===== src/hw/flash_iap_pkg.sv =====
package flash_iap_pkg;

  // register offsets on the byte-wide register port
  localparam logic [7:0] REG_CTRL = 8'h00;
  localparam logic [7:0] REG_CLEAR = 8'h01;
  localparam logic [7:0] REG_ADDR_LO = 8'h02;
  localparam logic [7:0] REG_ADDR_HI = 8'h03;
  localparam logic [7:0] REG_D0_LO = 8'h04;
  localparam logic [7:0] REG_D0_HI = 8'h05;
  localparam logic [7:0] REG_D1_LO = 8'h06;
  localparam logic [7:0] REG_D1_HI = 8'h07;
  localparam logic [7:0] REG_D2_LO = 8'h08;
  localparam logic [7:0] REG_D2_HI = 8'h09;
  localparam logic [7:0] REG_D3_LO = 8'h0A;
  localparam logic [7:0] REG_D3_HI = 8'h0B;

  // control register field positions
  localparam int BIT_ENABLED = 7;
  localparam int MODE_HI = 6;
  localparam int MODE_LO = 4;
  localparam int BIT_UNLOCK = 3;
  localparam int BIT_WRITE = 2;
  localparam int BIT_READ_EN = 1;
  localparam int BIT_READ = 0;
  localparam int BIT_CLEAR = 0;

  // operation mode codes
  localparam logic [2:0] MODE_WRITE = 3'h0;
  localparam logic [2:0] MODE_ERASE = 3'h1;
  localparam logic [2:0] MODE_READ = 3'h3;
  localparam logic [2:0] MODE_UNLOCK = 3'h6;
  localparam logic [2:0] MODE_RESET = 3'h0;

  // geometry: 32 words per page, 13-bit word address
  localparam int PAGE_WORDS = 32;
  localparam int PTR_W = 5;
  localparam int ADDR_W = 13;
  localparam int WORD_W = 16;
  localparam logic [4:0] ADDR_HI_MASK = 5'h1F;
  localparam logic [PTR_W-1:0] PTR_LAST = 5'h1F;

  // unlock key, in register order low1..low3 then high1..high3
  localparam logic [7:0] KEY_L1 = 8'h00;
  localparam logic [7:0] KEY_L2 = 8'h0D;
  localparam logic [7:0] KEY_L3 = 8'hC3;
  localparam logic [7:0] KEY_H1 = 8'h04;
  localparam logic [7:0] KEY_H2 = 8'h09;
  localparam logic [7:0] KEY_H3 = 8'h40;

  // timing at 100 MHz
  localparam int CLK_PERIOD_NS = 10;
  localparam int OP_TIME_NS = 2200000;
  localparam int OP_CYCLES = OP_TIME_NS / CLK_PERIOD_NS;
  localparam int INSTR_CYCLE_NS = 40;
  localparam int READ_INSTR_CYCLES = 3;
  localparam int READ_CYCLES = (READ_INSTR_CYCLES * INSTR_CYCLE_NS) / CLK_PERIOD_NS;
  localparam int UNLOCK_TIME_NS = 10000;
  localparam int UNLOCK_CYCLES = UNLOCK_TIME_NS / CLK_PERIOD_NS;
  localparam int CNT_W = 18;
  localparam int UNLOCK_CNT_W = 10;

endpackage


===== src/hw/page_write_buffer.sv =====
`timescale 1ns/1ns
`default_nettype none
module page_write_buffer (
  input wire logic clk,
  input wire logic rst,
  input wire logic wr_en,
  input wire logic [flash_iap_pkg::PTR_W-1:0] wr_idx,
  input wire logic [flash_iap_pkg::WORD_W-1:0] wr_data,
  input wire logic clr,
  input wire logic [flash_iap_pkg::PTR_W-1:0] rd_idx,
  output logic [flash_iap_pkg::WORD_W-1:0] rd_data
);
  import flash_iap_pkg::*;

  // one page of staged words
  logic [WORD_W-1:0] mem_q [PAGE_WORDS];

  // clear zeroes the whole page in one cycle; zero words program harmlessly
  always_ff @(posedge clk) begin
    if (rst || clr) begin
      for (int i = 0; i < PAGE_WORDS; i++) begin
        mem_q[i] <= '0;
      end
    end else if (wr_en) begin
      mem_q[wr_idx] <= wr_data;
    end
  end

  // combinational read feeds the programming walk
  assign rd_data = mem_q[rd_idx];

endmodule
`default_nettype wire


===== src/hw/unlock_checker.sv =====
`timescale 1ns/1ns
`default_nettype none
module unlock_checker (
  input wire logic clk,
  input wire logic rst,
  input wire logic start,
  input wire logic [7:0] key_l1,
  input wire logic [7:0] key_l2,
  input wire logic [7:0] key_l3,
  input wire logic [7:0] key_h1,
  input wire logic [7:0] key_h2,
  input wire logic [7:0] key_h3,
  output logic active,
  output logic success
);
  import flash_iap_pkg::*;

  logic active_q; // procedure window open
  logic done_q; // key already accepted in this window
  logic [UNLOCK_CNT_W-1:0] cnt_q; // cycles spent in window
  logic key_ok;

  assign key_ok = (key_l1 == KEY_L1) && (key_l2 == KEY_L2) && (key_l3 == KEY_L3) &&
                  (key_h1 == KEY_H1) && (key_h2 == KEY_H2) && (key_h3 == KEY_H3);

  // window timer; drops the trigger on timeout whatever the key
  always_ff @(posedge clk) begin
    if (rst) begin
      active_q <= 1'b0;
      cnt_q <= '0;
    end else if (start) begin
      active_q <= 1'b1;
      cnt_q <= '0;
    end else if (active_q) begin
      cnt_q <= cnt_q + 1'b1;
      if (cnt_q == UNLOCK_CNT_W'(UNLOCK_CYCLES - 1)) begin
        active_q <= 1'b0;
      end
    end
  end

  // a key matching inside the window grants once
  always_ff @(posedge clk) begin
    if (rst || start) begin
      done_q <= 1'b0;
    end else if (active_q && key_ok) begin
      done_q <= 1'b1;
    end
  end

  assign active = active_q;
  assign success = active_q && key_ok && !done_q;

endmodule
`default_nettype wire


===== src/hw/flash_iap_page_programmer.sv =====
// The strobed register port and the address map were left to the implementer.
`timescale 1ns/1ns
`default_nettype none
module flash_iap_page_programmer #(
  parameter int OP_CYCLES_P = flash_iap_pkg::OP_CYCLES
) (
  input wire logic clk,
  input wire logic rst,
  input wire logic [7:0] reg_addr,
  input wire logic [7:0] reg_wdata,
  input wire logic reg_wr,
  input wire logic reg_rd,
  output logic [7:0] reg_rdata,
  output logic cpu_stall,
  output logic [flash_iap_pkg::ADDR_W-1:0] flash_addr,
  output logic [flash_iap_pkg::WORD_W-1:0] flash_wdata,
  output logic flash_prog,
  output logic flash_erase,
  output logic flash_rd,
  input wire logic [flash_iap_pkg::WORD_W-1:0] flash_rdata
);
  import flash_iap_pkg::*;

  // idle, then one state per job phase; any state but idle stalls the cpu
  typedef enum logic [2:0] {ST_IDLE, ST_ERASE, ST_PROG, ST_WAIT, ST_READ} op_state_e;

  op_state_e state_q; // sequencer state
  logic enabled_q; // erase/write enabled flag
  logic [2:0] mode_q; // operation mode field
  logic read_en_q; // read enable bit
  logic clear_q; // buffer clear trigger
  logic [7:0] addr_lo_q; // flash address low byte
  logic [4:0] addr_hi_q; // flash address high bits
  logic [7:0] d0_lo_q, d0_hi_q; // data pair 0
  logic [7:0] d1_lo_q, d1_hi_q, d2_lo_q, d2_hi_q, d3_lo_q, d3_hi_q; // key pairs
  logic [PTR_W-1:0] ptr_q; // write buffer pointer
  logic [PTR_W-1:0] walk_q; // word index during programming
  logic [CNT_W-1:0] cnt_q; // cycles since operation start
  logic [7:0] rdata_q; // read data register
  logic [ADDR_W-1:0] flash_addr_q;
  logic [WORD_W-1:0] flash_wdata_q;
  logic flash_prog_q, flash_erase_q, flash_rd_q;

  // glue between the decode, the two sub-blocks and the sequencer
  logic unlock_active, unlock_success;
  logic [WORD_W-1:0] buf_rd_data;
  logic ctrl_wr, buf_commit, start_ew, start_rd, start_unlock;
  logic [ADDR_W-1:0] page_base;

  // one-hot address decode for writes
  function automatic logic hit(input logic [7:0] off);
    return reg_wr && (reg_addr == off);
  endfunction

  // strobe decode; hit() reads reg_wr and reg_addr directly, and an assign
  // would only wake up when its constant argument changed, so always_comb it is
  always_comb begin
    ctrl_wr = hit(REG_CTRL);
    buf_commit = hit(REG_D0_HI);
  end
  // write trigger honoured only when unlocked and in erase or write mode
  assign start_ew = ctrl_wr && reg_wdata[BIT_WRITE] && (state_q == ST_IDLE) &&
                    enabled_q &&
                    ((reg_wdata[MODE_HI:MODE_LO] == MODE_ERASE) ||
                     (reg_wdata[MODE_HI:MODE_LO] == MODE_WRITE));
  // read needs no unlock, only read mode and the enable bit; write trigger wins a tie
  assign start_rd = ctrl_wr && reg_wdata[BIT_READ] && !reg_wdata[BIT_WRITE] &&
                    (state_q == ST_IDLE) && reg_wdata[BIT_READ_EN] &&
                    (reg_wdata[MODE_HI:MODE_LO] == MODE_READ);
  assign start_unlock = ctrl_wr && reg_wdata[BIT_UNLOCK] && (state_q == ST_IDLE) &&
                        (reg_wdata[MODE_HI:MODE_LO] == MODE_UNLOCK);
  // page frame comes from address bits 12:5 only
  assign page_base = {addr_hi_q, addr_lo_q[7:PTR_W], {PTR_W{1'b0}}};

  // the high byte write commits {high, low} at the load pointer
  page_write_buffer u_buf (
    .clk(clk),
    .rst(rst),
    .wr_en(buf_commit),
    .wr_idx(ptr_q),
    .wr_data({reg_wdata, d0_lo_q}),
    .clr(clear_q),
    .rd_idx(walk_q),
    .rd_data(buf_rd_data)
  );

  // key pairs 1 to 3 feed the window checker as they stand
  unlock_checker u_unlock (
    .clk(clk),
    .rst(rst),
    .start(start_unlock),
    .key_l1(d1_lo_q),
    .key_l2(d2_lo_q),
    .key_l3(d3_lo_q),
    .key_h1(d1_hi_q),
    .key_h2(d2_hi_q),
    .key_h3(d3_hi_q),
    .active(unlock_active),
    .success(unlock_success)
  );

  // mode field and read enable bit; software writes them only while idle
  // a busy write leaves them alone so the running job sees a fixed mode
  always_ff @(posedge clk) begin
    if (rst) begin
      mode_q <= MODE_RESET;
      read_en_q <= 1'b0;
    end else if (ctrl_wr && state_q == ST_IDLE) begin
      mode_q <= reg_wdata[MODE_HI:MODE_LO];
      read_en_q <= reg_wdata[BIT_READ_EN];
    end
  end

  // enabled flag: hardware sets, software may only clear; set wins a same-cycle clear
  // a clear during a running job lands at once; the job itself still finishes
  // a trigger in the same write as the clear still sees the old flag
  always_ff @(posedge clk) begin
    if (rst) begin
      enabled_q <= 1'b0;
    end else if (unlock_success) begin
      enabled_q <= 1'b1;
    end else if (ctrl_wr && !reg_wdata[BIT_ENABLED]) begin
      enabled_q <= 1'b0;
    end
  end

  // buffer clear bit is live for one cycle, the clear itself takes one cycle
  // a repeat clear write in the very next cycle folds into the first one
  always_ff @(posedge clk) begin
    if (rst) begin
      clear_q <= 1'b0;
    end else begin
      clear_q <= hit(REG_CLEAR) && reg_wdata[BIT_CLEAR] && !clear_q;
    end
  end

  // address registers; the high one keeps only bits that exist in a word address
  // only the low one moves the load pointer, see below
  always_ff @(posedge clk) begin
    if (rst) begin
      addr_lo_q <= '0;
      addr_hi_q <= '0;
    end else begin
      if (hit(REG_ADDR_LO)) begin
        addr_lo_q <= reg_wdata;
      end
      if (hit(REG_ADDR_HI)) begin
        addr_hi_q <= reg_wdata[4:0] & ADDR_HI_MASK;
      end
    end
  end

  // buffer pointer: loaded from the in-page address, saturates at the last word
  // extra words overwrite the last slot rather than spill into the next page
  always_ff @(posedge clk) begin
    if (rst) begin
      ptr_q <= '0;
    end else if (hit(REG_ADDR_LO)) begin
      ptr_q <= reg_wdata[PTR_W-1:0];
    end else if (buf_commit && ptr_q != PTR_LAST) begin
      ptr_q <= ptr_q + 1'b1;
    end
  end

  // data pair 0: software loads it, a finished read overwrites it
  // the flash word wins over a software write landing in the same cycle
  always_ff @(posedge clk) begin
    if (rst) begin
      d0_lo_q <= '0;
      d0_hi_q <= '0;
    end else if (state_q == ST_READ && cnt_q == CNT_W'(READ_CYCLES - 1)) begin
      d0_lo_q <= flash_rdata[7:0];
      d0_hi_q <= flash_rdata[15:8];
    end else begin
      if (hit(REG_D0_LO)) begin
        d0_lo_q <= reg_wdata;
      end
      if (buf_commit) begin
        d0_hi_q <= reg_wdata;
      end
    end
  end

  // key pairs, plain storage checked by the unlock window
  // they stay readable, so a key left behind is visible to software
  always_ff @(posedge clk) begin
    if (rst) begin
      d1_lo_q <= '0;
      d1_hi_q <= '0;
      d2_lo_q <= '0;
      d2_hi_q <= '0;
      d3_lo_q <= '0;
      d3_hi_q <= '0;
    end else begin
      if (hit(REG_D1_LO)) d1_lo_q <= reg_wdata;
      if (hit(REG_D1_HI)) d1_hi_q <= reg_wdata;
      if (hit(REG_D2_LO)) d2_lo_q <= reg_wdata;
      if (hit(REG_D2_HI)) d2_hi_q <= reg_wdata;
      if (hit(REG_D3_LO)) d3_lo_q <= reg_wdata;
      if (hit(REG_D3_HI)) d3_hi_q <= reg_wdata;
    end
  end

  // operation sequencer; the cycle counter runs from the trigger write
  always_ff @(posedge clk) begin
    if (rst) begin
      state_q <= ST_IDLE;
      cnt_q <= '0;
      walk_q <= '0;
    end else begin
      unique case (state_q)
        ST_IDLE: begin
          // counters rest at zero so every job times from its first busy cycle
          cnt_q <= '0;
          walk_q <= '0;
          if (start_ew) begin
            // erase is whole page, write walks every buffer word
            state_q <= (reg_wdata[MODE_HI:MODE_LO] == MODE_ERASE) ?
                       ST_ERASE : ST_PROG;
          end else if (start_rd) begin
            state_q <= ST_READ;
          end
        end
        ST_ERASE: begin
          // one erase pulse for the whole page, then the common wait
          cnt_q <= cnt_q + 1'b1;
          state_q <= ST_WAIT;
        end
        ST_PROG: begin
          // one program pulse per buffer word, walking 0 to 31
          cnt_q <= cnt_q + 1'b1;
          walk_q <= walk_q + 1'b1;
          if (walk_q == PTR_LAST) begin
            state_q <= ST_WAIT;
          end
        end
        ST_WAIT: begin
          cnt_q <= cnt_q + 1'b1;
          // pulses fit inside the window, so the total stays the full time
          if (cnt_q >= CNT_W'(OP_CYCLES_P - 1)) begin
            state_q <= ST_IDLE;
          end
        end
        ST_READ: begin
          // the data pair takes the flash word in the last of these cycles
          cnt_q <= cnt_q + 1'b1;
          if (cnt_q == CNT_W'(READ_CYCLES - 1)) begin
            state_q <= ST_IDLE;
          end
        end
      endcase
    end
  end

  // flash macro strobes, registered so the array sees clean pulses
  always_ff @(posedge clk) begin
    if (rst) begin
      flash_addr_q <= '0;
      flash_wdata_q <= '0;
      flash_prog_q <= 1'b0;
      flash_erase_q <= 1'b0;
      flash_rd_q <= 1'b0;
    end else begin
      flash_prog_q <= (state_q == ST_PROG);
      flash_erase_q <= (state_q == ST_ERASE);
      flash_rd_q <= start_rd;
      if (state_q == ST_PROG) begin
        // address never leaves the selected page
        flash_addr_q <= page_base | {{(ADDR_W-PTR_W){1'b0}}, walk_q};
        flash_wdata_q <= buf_rd_data;
      end else if (state_q == ST_ERASE) begin
        flash_addr_q <= page_base;
        flash_wdata_q <= '0;
      end else if (start_rd) begin
        // a read uses the full word address, not the page base
        flash_addr_q <= {addr_hi_q, addr_lo_q};
      end
    end
  end

  // register read port, data one cycle after the strobe
  always_ff @(posedge clk) begin
    if (rst) begin
      rdata_q <= '0;
    end else if (reg_rd) begin
      unique case (reg_addr)
        // triggers read back as live busy flags, so software can poll them
        REG_CTRL: rdata_q <= {enabled_q, mode_q, unlock_active,
                              (state_q inside {ST_ERASE, ST_PROG, ST_WAIT}),
                              read_en_q, (state_q == ST_READ)};
        REG_CLEAR: rdata_q <= {7'h00, clear_q};
        REG_ADDR_LO: rdata_q <= addr_lo_q;
        REG_ADDR_HI: rdata_q <= {3'h0, addr_hi_q};
        REG_D0_LO: rdata_q <= d0_lo_q;
        REG_D0_HI: rdata_q <= d0_hi_q;
        REG_D1_LO: rdata_q <= d1_lo_q;
        REG_D1_HI: rdata_q <= d1_hi_q;
        REG_D2_LO: rdata_q <= d2_lo_q;
        REG_D2_HI: rdata_q <= d2_hi_q;
        REG_D3_LO: rdata_q <= d3_lo_q;
        REG_D3_HI: rdata_q <= d3_hi_q;
        default: rdata_q <= 8'h00;
      endcase
    end
  end

  assign reg_rdata = rdata_q;
  // the cpu halts for every accepted erase, write or read
  assign cpu_stall = (state_q != ST_IDLE);
  // flash-side outputs come straight from their flops
  assign flash_addr = flash_addr_q;
  assign flash_wdata = flash_wdata_q;
  assign flash_prog = flash_prog_q;
  assign flash_erase = flash_erase_q;
  assign flash_rd = flash_rd_q;

endmodule
`default_nettype wire


===== config.mk =====
export PLATFORM = sky130hd
export DESIGN_NAME = flash_iap_page_programmer
export DESIGN_NICKNAME = d
export VERILOG_FILES = /design/src/hw/flash_iap_pkg.sv /design/src/hw/page_write_buffer.sv /design/src/hw/unlock_checker.sv /design/src/hw/flash_iap_page_programmer.sv
export SDC_FILE = /design/constraint.sdc
export NUM_CORES = 1
export LEC_CHECK = 0
export ABC_AREA = 1
export BUFFER_PORTS_ARGS = -buffer_cell sky130_fd_sc_hd__buf_2
export CORE_UTILIZATION = 59
export CTS_CLUSTER_SIZE = 10
export DETAILED_ROUTE_END_ITERATION = 6
export GPL_ROUTABILITY_DRIVEN = 0
export MAX_ROUTING_LAYER = met4
export PLACE_DENSITY = 0.74
export SYNTH_ARGS = -nofsm -noshare
export SYNTH_HDL_FRONTEND = slang
export SYNTH_HIERARCHICAL = 1
export SYNTH_SLANG_ARGS = --single-unit

===== constraint.sdc =====
create_clock -name clk -period 3.8 [get_ports clk]
set_input_delay 0.76 -clock clk [delete_from_list [all_inputs] [get_ports clk]]
set_output_delay 0.76 -clock clk [all_outputs]
set_load 0.005 [all_outputs]

After elaboration in Yosys (flattened, before gate mapping)
Memory sizes are Yosys's and may differ from the RTL's. A register that Yosys moved wholly into a read port is not among the register bits.
Index checks and enable logic that the tools add are counted.
Widths: inputs -> output; s select.
{"block": "totals", "word_cells": 162, "mem_bits_ro": 0, "n_memories": 1, "inputBits": 36, "mem_bits_rw": 512, "regBits": 166, "latch_bits": 0}
{"memory": "u_buf.mem_q", "depth": 32, "width": 16, "rd": 1, "rd_ports_with_merged_regs": 1, "wr": 32, "line": "page_write_buffer.sv:16", "source": "logic [WORD_W-1:0] mem_q [PAGE_WORDS];"}
{"block": "op_classes", "magnitude_cmp": 1, "addsub": 4, "n_mul": 0, "bitwise_logic": 1, "div_mod_pow": 0, "shifts": 0, "eq_ne": 31, "reduce_logical": 61, "n_mux": 36}
{"cell": "$pmux 8 s12", "n": 1}
{"cell": "$eq 8x4->1 const B", "n": 6}
{"cell": "$mux 16", "n": 3}
{"cell": "$eq 8x3->1 const B", "n": 5}
{"cell": "$mux 13", "n": 3}
{"cell": "$logic_and 1x1->1", "n": 37}
{"cell": "$pmux 18 s2", "n": 1}
{"cell": "$mux 8", "n": 4}
{"cell": "$mux 5", "n": 5}
{"cell": "$add 18x1->18 const B", "n": 1}
{"cell": "$eq 18x4->1 const B", "n": 1}
{"cell": "$ge 18x18->1 const B", "n": 1}
{"cell": "$eq 8x2->1 const B", "n": 2}
{"cell": "$logic_not 8->1", "n": 2}
{"cell": "$reduce_or 16->1", "n": 1}
{"cell": "$mux 3", "n": 5}
{"cell": "$pmux 3 s5", "n": 1}
{"cell": "$or 13x5->13", "n": 1}
{"cell": "$reduce_bool 2->1", "n": 6}
{"cell": "$mux 1", "n": 11}
{"cell": "$add 10x1->10 const B", "n": 1}
{"cell": "$add 5x1->5 const B", "n": 2}
{"cell": "$eq 10x10->1 const B", "n": 1}
{"cell": "$pmux 5 s2", "n": 1}
{"cell": "other kinds (18)", "n": 32}

Depth between registers and ports, before layout
Gate-level depths: netlist of run 1.
{"block": "logic_depth", "depth_word": 10, "ltp_mapped": 14, "ltp_nobuf": 11}

Cells and area by module
The synthesis of run 1 kept the hierarchy.
{"mod": "page_write_buffer", "instances": 1, "area_per_inst_um2": 23339.9, "cells_each": 2423}
{"mod": "flash_iap_page_programmer", "instances": 1, "area_per_inst_um2": 7240.7, "cells_each": 1022}
{"mod": "unlock_checker", "instances": 1, "area_per_inst_um2": 890.9, "cells_each": 160}

Least setup slack after synthesis of run 1
OpenSTA, ideal clock, no wires.
{"block": "synth_path", "path_type": "input-to-reg", "startpoint": "input port reg_addr[1]", "endpoint": "memory u_buf.mem_q[0][0] (enable)", "required_ns": 3.428, "setup_ns": 0.372, "cell_stages": 10, "slack_ns": 0.749, "arrival_time_ns": 2.680, "path_cell_list": "inv_1 nand2_1 nor2_4 nand3_4 clkinv_1 nand2_2 nor3_4 nand2_2 buf_2 nand2_1"}
{"element": "start, declared", "line": "flash_iap_page_programmer.sv:9", "source": "input wire logic [7:0] reg_addr,"}
{"element": "end, declared", "line": "page_write_buffer.sv:16"}

==> results of run 1 <==
## state kept, by name, indices dropped and copies added (netlist names), 8 cells and up
| name | count |
|---|---|
| d2_lo_q | 8 |
| u_unlock/cnt_q | 10 |
| d1_lo_q | 8 |
| reg_rdata | 8 |
| u_buf/mem_q | 512 |
| d3_lo_q | 8 |
| d3_hi_q | 8 |
| d0_lo_q | 8 |
| addr_lo_q | 8 |
| flash_wdata | 16 |
| d0_hi_q | 8 |
| cnt_q | 18 |
| d1_hi_q | 8 |
| d2_hi_q | 8 |
| flash_addr | 13 |
## area by class of cell
cell class                 instances  area (sq um)  area share (%)
tap                              688         860.8           2.506
clock inverter                     5         55.05          0.1603
sequential                       678         18710           54.47
timing repair buffer             135         898.4           2.616
clock buffer                     120          2141           6.233
inverter                         172         653.1           1.902
multi-input combinational       2517         11030           32.11
## power by group through the flow
| stage | clock network, uW | registers [uW] | logic (uW) |
|---|---|---|---|
| after floorplan | 0 | 8510 | 1740 |
| after global placement | 0 | 8560 | 2580 |
| after detailed placement | 0 | 8570 | 2650 |
| after CTS | 6740 | 8420 | 2660 |
| after global routing | 7020 | 8450 | 2930 |
| final | 6660 | 8420 | 2730 |
## per-layer routing
layer / global-route usage, % / vias to the layer above / share of wire (%)
met5: - / - / 0
met4: 14.24 / 0 / 4.2
met3: 7.034 / 254 / 12
met2: 53.20 / 1611 / 45
met1: 45.83 / 12190 / 38
li1: - / 11870 / -
## through the flow
step	util, %	instance area [sq um]
global route	65.22	34340
finish	65.22	34340
floorplan	-	31470
CTS	65.22	34340
global placement	61.05	32150
detailed placement	61.05	32150
## cells in the final DEF, fill, tap and decap left out, drive strengths merged
cell type  instances
a211oi             6
a21oi             98
a31oi              6
a32o              20
and3               2
buf              135
clkbuf           120
clkinv             4
dfxtp            166
edfxtp           512
ha                 6
inv              173
nand2           1033
nand3            505
nand3b             7
nand4             14
nor2             678
nor3              39
nor3b              1
nor4               5
o211a              1
o211ai             1
o21a               1
o21ai             87
or2                3
xnor2              2
xor2               2
## tightest hold or removal path: stages
cell,delay (ns)
buf_2,0.07
nand2_1,0.04
nand3_1,0.07
nand2_1,0.04
inv_1,0.04
## how the worst max path moves through the flow
stage,from,end,slack [ns],cells past startpoint
after floorplan,reg_addr[1],u_buf/mem_q[0][0],0.75,10
after global placement,reg_addr[1],u_buf/mem_q[22][10],0.35,11
after detailed placement,reg_addr[1],u_buf/mem_q[7][2],0.25,11
after CTS,reg_addr[1],u_buf/mem_q[22][8],0.87,11
after global routing,reg_addr[1],u_buf/mem_q[26][9],0.63,11
final,reg_addr[1],u_buf/mem_q[26][6],0.79,11
## logic make-up after synthesis
family,share of synthesized area [%]
adder cells (fa/ha/maj),0.2385
buffers and inverters,5.542
flip-flops,59.41
AND/OR/NAND/NOR,30.75
XOR/XNOR,0.1113
AO/OA/AOI/OAI,3.948
==> results.ini, run 1 <==
[placement]
place_inst=4190
port_buffers=76
dp_hpwl_microns=58530
place_ws_ns=0.2455

[yosys]
avgSynthCellArea_sq_um=8.730
yosysMostFrequentCell=nand2_1
ys_seq_area_share_pct=59.41
synth_top_area_cell=edfxtp_1
async_flop_share_pct=0
synthFlopType=edfxtp_1
synth-seq-cells=678
synth_area_leaders=edfxtp_1, nand2_1, dfxtp_1
yosysTopAreaCellShare_pct=48.85
synth.distinct_cells=43
syn_nets=3647
ys_warn_count=6
synth_common_cells=nand2_1, nor2_1, edfxtp_1
synth_edf_count=512
synth_area_sq_um=31470
synth_cells=3605

[final_layout]
antenna_cells=0
fill_cells=4260
area_delta_synth_final_pct=9.128
layout-drive-gt1-share_pct=8.740
fin_nets=3624
stdcell_count=4315

[cts]
clkTransAtPathRegs_ns=0.05
cts_tree=built
cts_resized=0
clockRootBuffer=clkbuf_16
insertion_delay_ns=0.62
cts_buffer_depth=3
numCtsBuffers=78
clock-sinks=678
post-cts-setup-buffers=0
postCtsHoldBufs=0
htree_num_levels=3

[grt]
grt_usage_pct=34.91
grt_pass1_wl_microns=137800
globalRouteOverflowTotal=0
grt_max_degree=163
grt_pass1_vias=24250
antenna_found_initial=0

[power]
ir_worst_vdd_mv=0.4999
power.switching_uw=5029
power_density_nw_per_um2=518.8
p_seq_share_pct=47.3
combPwrFrac_pct=15.3
p_total_uw=17820
p_int_uw=12790
clkPwrFrac_pct=37.4
power_leakage_uw=0.01343
swShare_pct=28.22

[sta]
max_slew.worst_pin.slew_ns=1.046
final-setup-viol-count=0
relSlewSlack_pct=30.17
tns_ns=0
post-route-worst-setup-slack_ns=0.7937
fmaxAchievable_mhz=332.6
rsz0062_at_grt=false
hold_viol_final=0
drv_slew=0
final.period_utilization_pct=79.11
min_period_ns=3.006
hold-worst-slack_ns=0.4565
fin_skew_ns=0.03041

[critical_path]
slowest_delay_ns=0.64
crit_buf_inv=4
cp.required_ns=4.04
reg2reg_from=ptr_q[3]
r2r_setup_slack_ns=1.06
crit_arrival_ns=3.24
path_delay_family=simple AND/OR/NAND/NOR gates
critical_path.cell_chain=buf_2, inv_1, nand2_1, nor2_4, nand3_4, clkinv_1, nand2_2, nor3_4, buf_4, nand2_2, nand2_1
r2r_cells=4
worst-setup-path-type=input port to flop
cp-start-kind=input port
worstPathMaxFanout=17
crit_path_end_kind=flop
reg2reg_to=u_buf/mem_q[26][6]
crit_path_top_delay_cell=nand2_1

[route]
ant_nets=0
first_iter_violations=3335
first_pass_iters=7
vias=25930
post_drt_wl_per_cell_microns=21.19
drc_errors=1
routed_via_density=6.008
routed_wl_microns=91440

[die]
die_x_microns=233.0
dieArea_sq_um=54270
start_util_pct=59.77
coreArea_sq_um=52660
core.rowCount=84
ioPinCount=77
die_height_microns=233.0

[status]
run_status=finished, violations left
violations=design-rule violations

[worst_hold_path]
worstHoldStart=flash_rdata[0]
min_delay_path_depth=5
hp-class=input port to flop
holdPathEnd=d0_lo_q[0]

[job]
cap_viol_max_count=0

Note: power is estimated with default switching activity, not from simulation.
==> inputs of run 2 (changes only) <==
--- a/config.mk
+++ b/config.mk
@@ -7,12 +7,12 @@
 export LEC_CHECK = 0
 export ABC_AREA = 1
 export BUFFER_PORTS_ARGS = -buffer_cell sky130_fd_sc_hd__buf_2
-export CORE_UTILIZATION = 59
+export CORE_UTILIZATION = 57
 export CTS_CLUSTER_SIZE = 10
 export DETAILED_ROUTE_END_ITERATION = 6
 export GPL_ROUTABILITY_DRIVEN = 0
 export MAX_ROUTING_LAYER = met4
-export PLACE_DENSITY = 0.74
+export PLACE_DENSITY = 0.75
 export SYNTH_ARGS = -nofsm -noshare
 export SYNTH_HDL_FRONTEND = slang
 export SYNTH_HIERARCHICAL = 1
==> constraint.sdc (replaced) <==
create_clock -name clk -period 2.6 [get_ports clk]
set_input_delay 0.52 -clock clk [delete_from_list [all_inputs] [get_ports clk]]
set_output_delay 0.52 -clock clk [all_outputs]
set_load 0.005 [all_outputs]
==> results.ini, run 2 (synthesis gave the netlist of run 1 again) <==
[status]
run_status=complete, no violations  ; was finished, violations left

[power]
p_total_uw=26010  ; was 17,820 uW
ir_worst_vdd_mv=0.6878  ; was 0.4999 mV
power_density_nw_per_um2=744.2  ; was 518.8 nW/um^2
power_leakage_uw=0.01371  ; was 0.01343 uW

[route]
first_pass_iters=6  ; was 7
routed_via_density=5.819  ; was 6.008
routed_wl_microns=86640  ; was 91,440 microns
vias=25480  ; was 25,930
drc_errors=0  ; was 1
ant_nets=0  ; unchanged
post_drt_wl_per_cell_microns=19.78  ; was 21.19 microns
first_iter_violations=3318  ; was 3,335

[sta]
max_slew.worst_pin.slew_ns=0.9724  ; was 1.046 ns
relSlewSlack_pct=35.10  ; was 30.17%
min_period_ns=2.337
hold_viol_final=0  ; unchanged
drv_slew=0  ; unchanged
fmaxAchievable_mhz=427.8
final-setup-viol-count=0  ; unchanged
fin_skew_ns=0.02184  ; was 0.03041 ns
final.period_utilization_pct=89.90
rsz0062_at_grt=false  ; unchanged
tns_ns=0  ; unchanged
hold-worst-slack_ns=0.1905  ; was 0.4565 ns

[final_layout]
regMostFlops=u_buf/mem_q  ; unchanged
largest_register_ffs=512  ; unchanged
layout-drive-gt1-share_pct=10.97  ; was 8.740%
fill_cells=4341  ; was 4,260
layout_commonest_cell=nand2_1  ; unchanged
antenna_cells=0  ; unchanged
final_cell_mix=nand2_1, nor2_1, edfxtp_1  ; unchanged
area_delta_synth_final_pct=11.07  ; was 9.128%
fin_nets=3678  ; was 3,624
final_core_util_pct=64.57  ; was 65.22%

[critical_path]
critical_path.cell_chain=inv_8, buf_4, nand2_1, nand3_1, nand3_1, nand2_1, nand2_1, nand2_1, nand2_1, nand2_1, a32o_1  ; was buf_2, inv_1, nand2_1, nor2_4, nand3_4, clkinv_1, nand2_2, nor3_4, buf_4, nand2_2, nand2_1
crit_buf_inv=2  ; was 4
crit_arrival_ns=2.90  ; was 3.24 ns
cpMostUsedCell=nand2_1
path_delay_family=simple AND/OR/NAND/NOR gates  ; unchanged
slowest_delay_ns=0.41  ; was 0.64 ns
worst-setup-path-type=flop to flop  ; was input port to flop
worstPathMaxFanout=66  ; was 17
cp.required_ns=3.16  ; was 4.04 ns
crit_path_end_kind=flop  ; unchanged
crit_path_top_delay_cell=dfxtp_4  ; was nand2_1
cp-start-kind=flop  ; was input port

[die]
core.rowCount=85  ; was 84
dieArea_sq_um=56160  ; was 54,270 sq um
start_util_pct=58.14  ; was 59.77%
coreArea_sq_um=54130  ; was 52,660 sq um
die_x_microns=237.0  ; was 233.0 microns
die_height_microns=237.0  ; was 233.0 microns
ioPinCount=77  ; unchanged

[grt]
antenna_found_initial=0  ; unchanged
grt_pass1_wl_microns=133200  ; was 137,800 microns
grt_pass1_vias=23400  ; was 24,250
grt_max_degree=115  ; was 163
grt_usage_pct=31.90  ; was 34.91%
globalRouteOverflowTotal=0  ; unchanged

[cts]
clock-sinks=678  ; unchanged
insertion_delay_ns=0.63  ; was 0.62 ns
htree_num_levels=3  ; unchanged
clockRootBuffer=clkbuf_16  ; unchanged
post-cts-setup-buffers=0  ; unchanged
cts_buffer_depth=3  ; unchanged
postCtsHoldBufs=0  ; unchanged
cts_resized=0  ; unchanged
clkTransAtPathRegs_ns=0.06  ; was 0.05 ns
numCtsBuffers=78  ; unchanged
cts_tree=built  ; unchanged

[job]
cap_viol_max_count=0  ; unchanged

[placement]
port_buffers=76  ; unchanged
dp_hpwl_microns=55260  ; was 58,530 microns

[worst_hold_path]
hp-class=input port to flop  ; unchanged

-- run 2: cell types whose count changed in the layout (fill, tap and decap cells not counted), sizes merged --
cell,change
buf,+54
clkinv,+1
inv,+1
-- run 2: tightest hold or removal path: cells and delay by family --
family | cells | cell delay, ns
AO/OA/AOI/OAI | 1 | 0.05
AND/OR/NAND/NOR | 2 | 0.09
buffers and inverters | 2 | 0.12
-- run 2: cell type report --
class / instances / area, sq um / share of cell area, %
sequential: 678 / 18710 / 53.52
inverter: 172 / 655.6 / 1.876
tap: 696 / 870.8 / 2.491
clock buffer: 120 / 2152 / 6.157
multi-input combinational: 2517 / 11110 / 31.78
clock inverter: 7 / 56.30 / 0.1611
timing repair buffer: 189 / 1404 / 4.016
-- run 2: where the power goes --
group	internal (uW)	leakage [uW]	switching, uW
logic	1050	0.00603	2890
registers	12100	0.00662	225
clock network	5650	0.00106	4130
-- run 2: final timing paths --
| check | startpoint | cells after the start | endpoint | slack [ns] |
|---|---|---|---|---|
| setup / recovery | walk_q[0] | 11 | flash_wdata[4] | 0.26 |
| hold / removal | flash_rdata[7] | 5 | d0_lo_q[7] | 0.19 |
| setup reg to reg | walk_q[0] | 11 | flash_wdata[4] | 0.26 |
| hold reg to reg | reg_rdata[6] | 2 | reg_rdata[6] | 0.46 |
-- run 2: stage by stage --
stage | instance area (sq um) | instances | setup WS, ns
final | 34950 | 4379 | 0.2626
after global routing | 34950 | 4379 | 0.1456
after CTS | 34950 | 4379 | 0.3310
after detailed placement | 32750 | 4252 | 0.05450
after global placement | 32750 | 4252 | 0.1223
after floorplan | 31550 | 3605 | -0.03904
-- run 2: metal layers --
metal	GRT usage (%)	up-vias	part of all wire (%)	wire, microns
met1	44.22	11900	41	35090
li1	-	11970	-	-
met3	5.363	202	11	9415
met4	10.55	0	3.3	2841
met2	47.91	1413	45	39290
met5	-	-	0	0
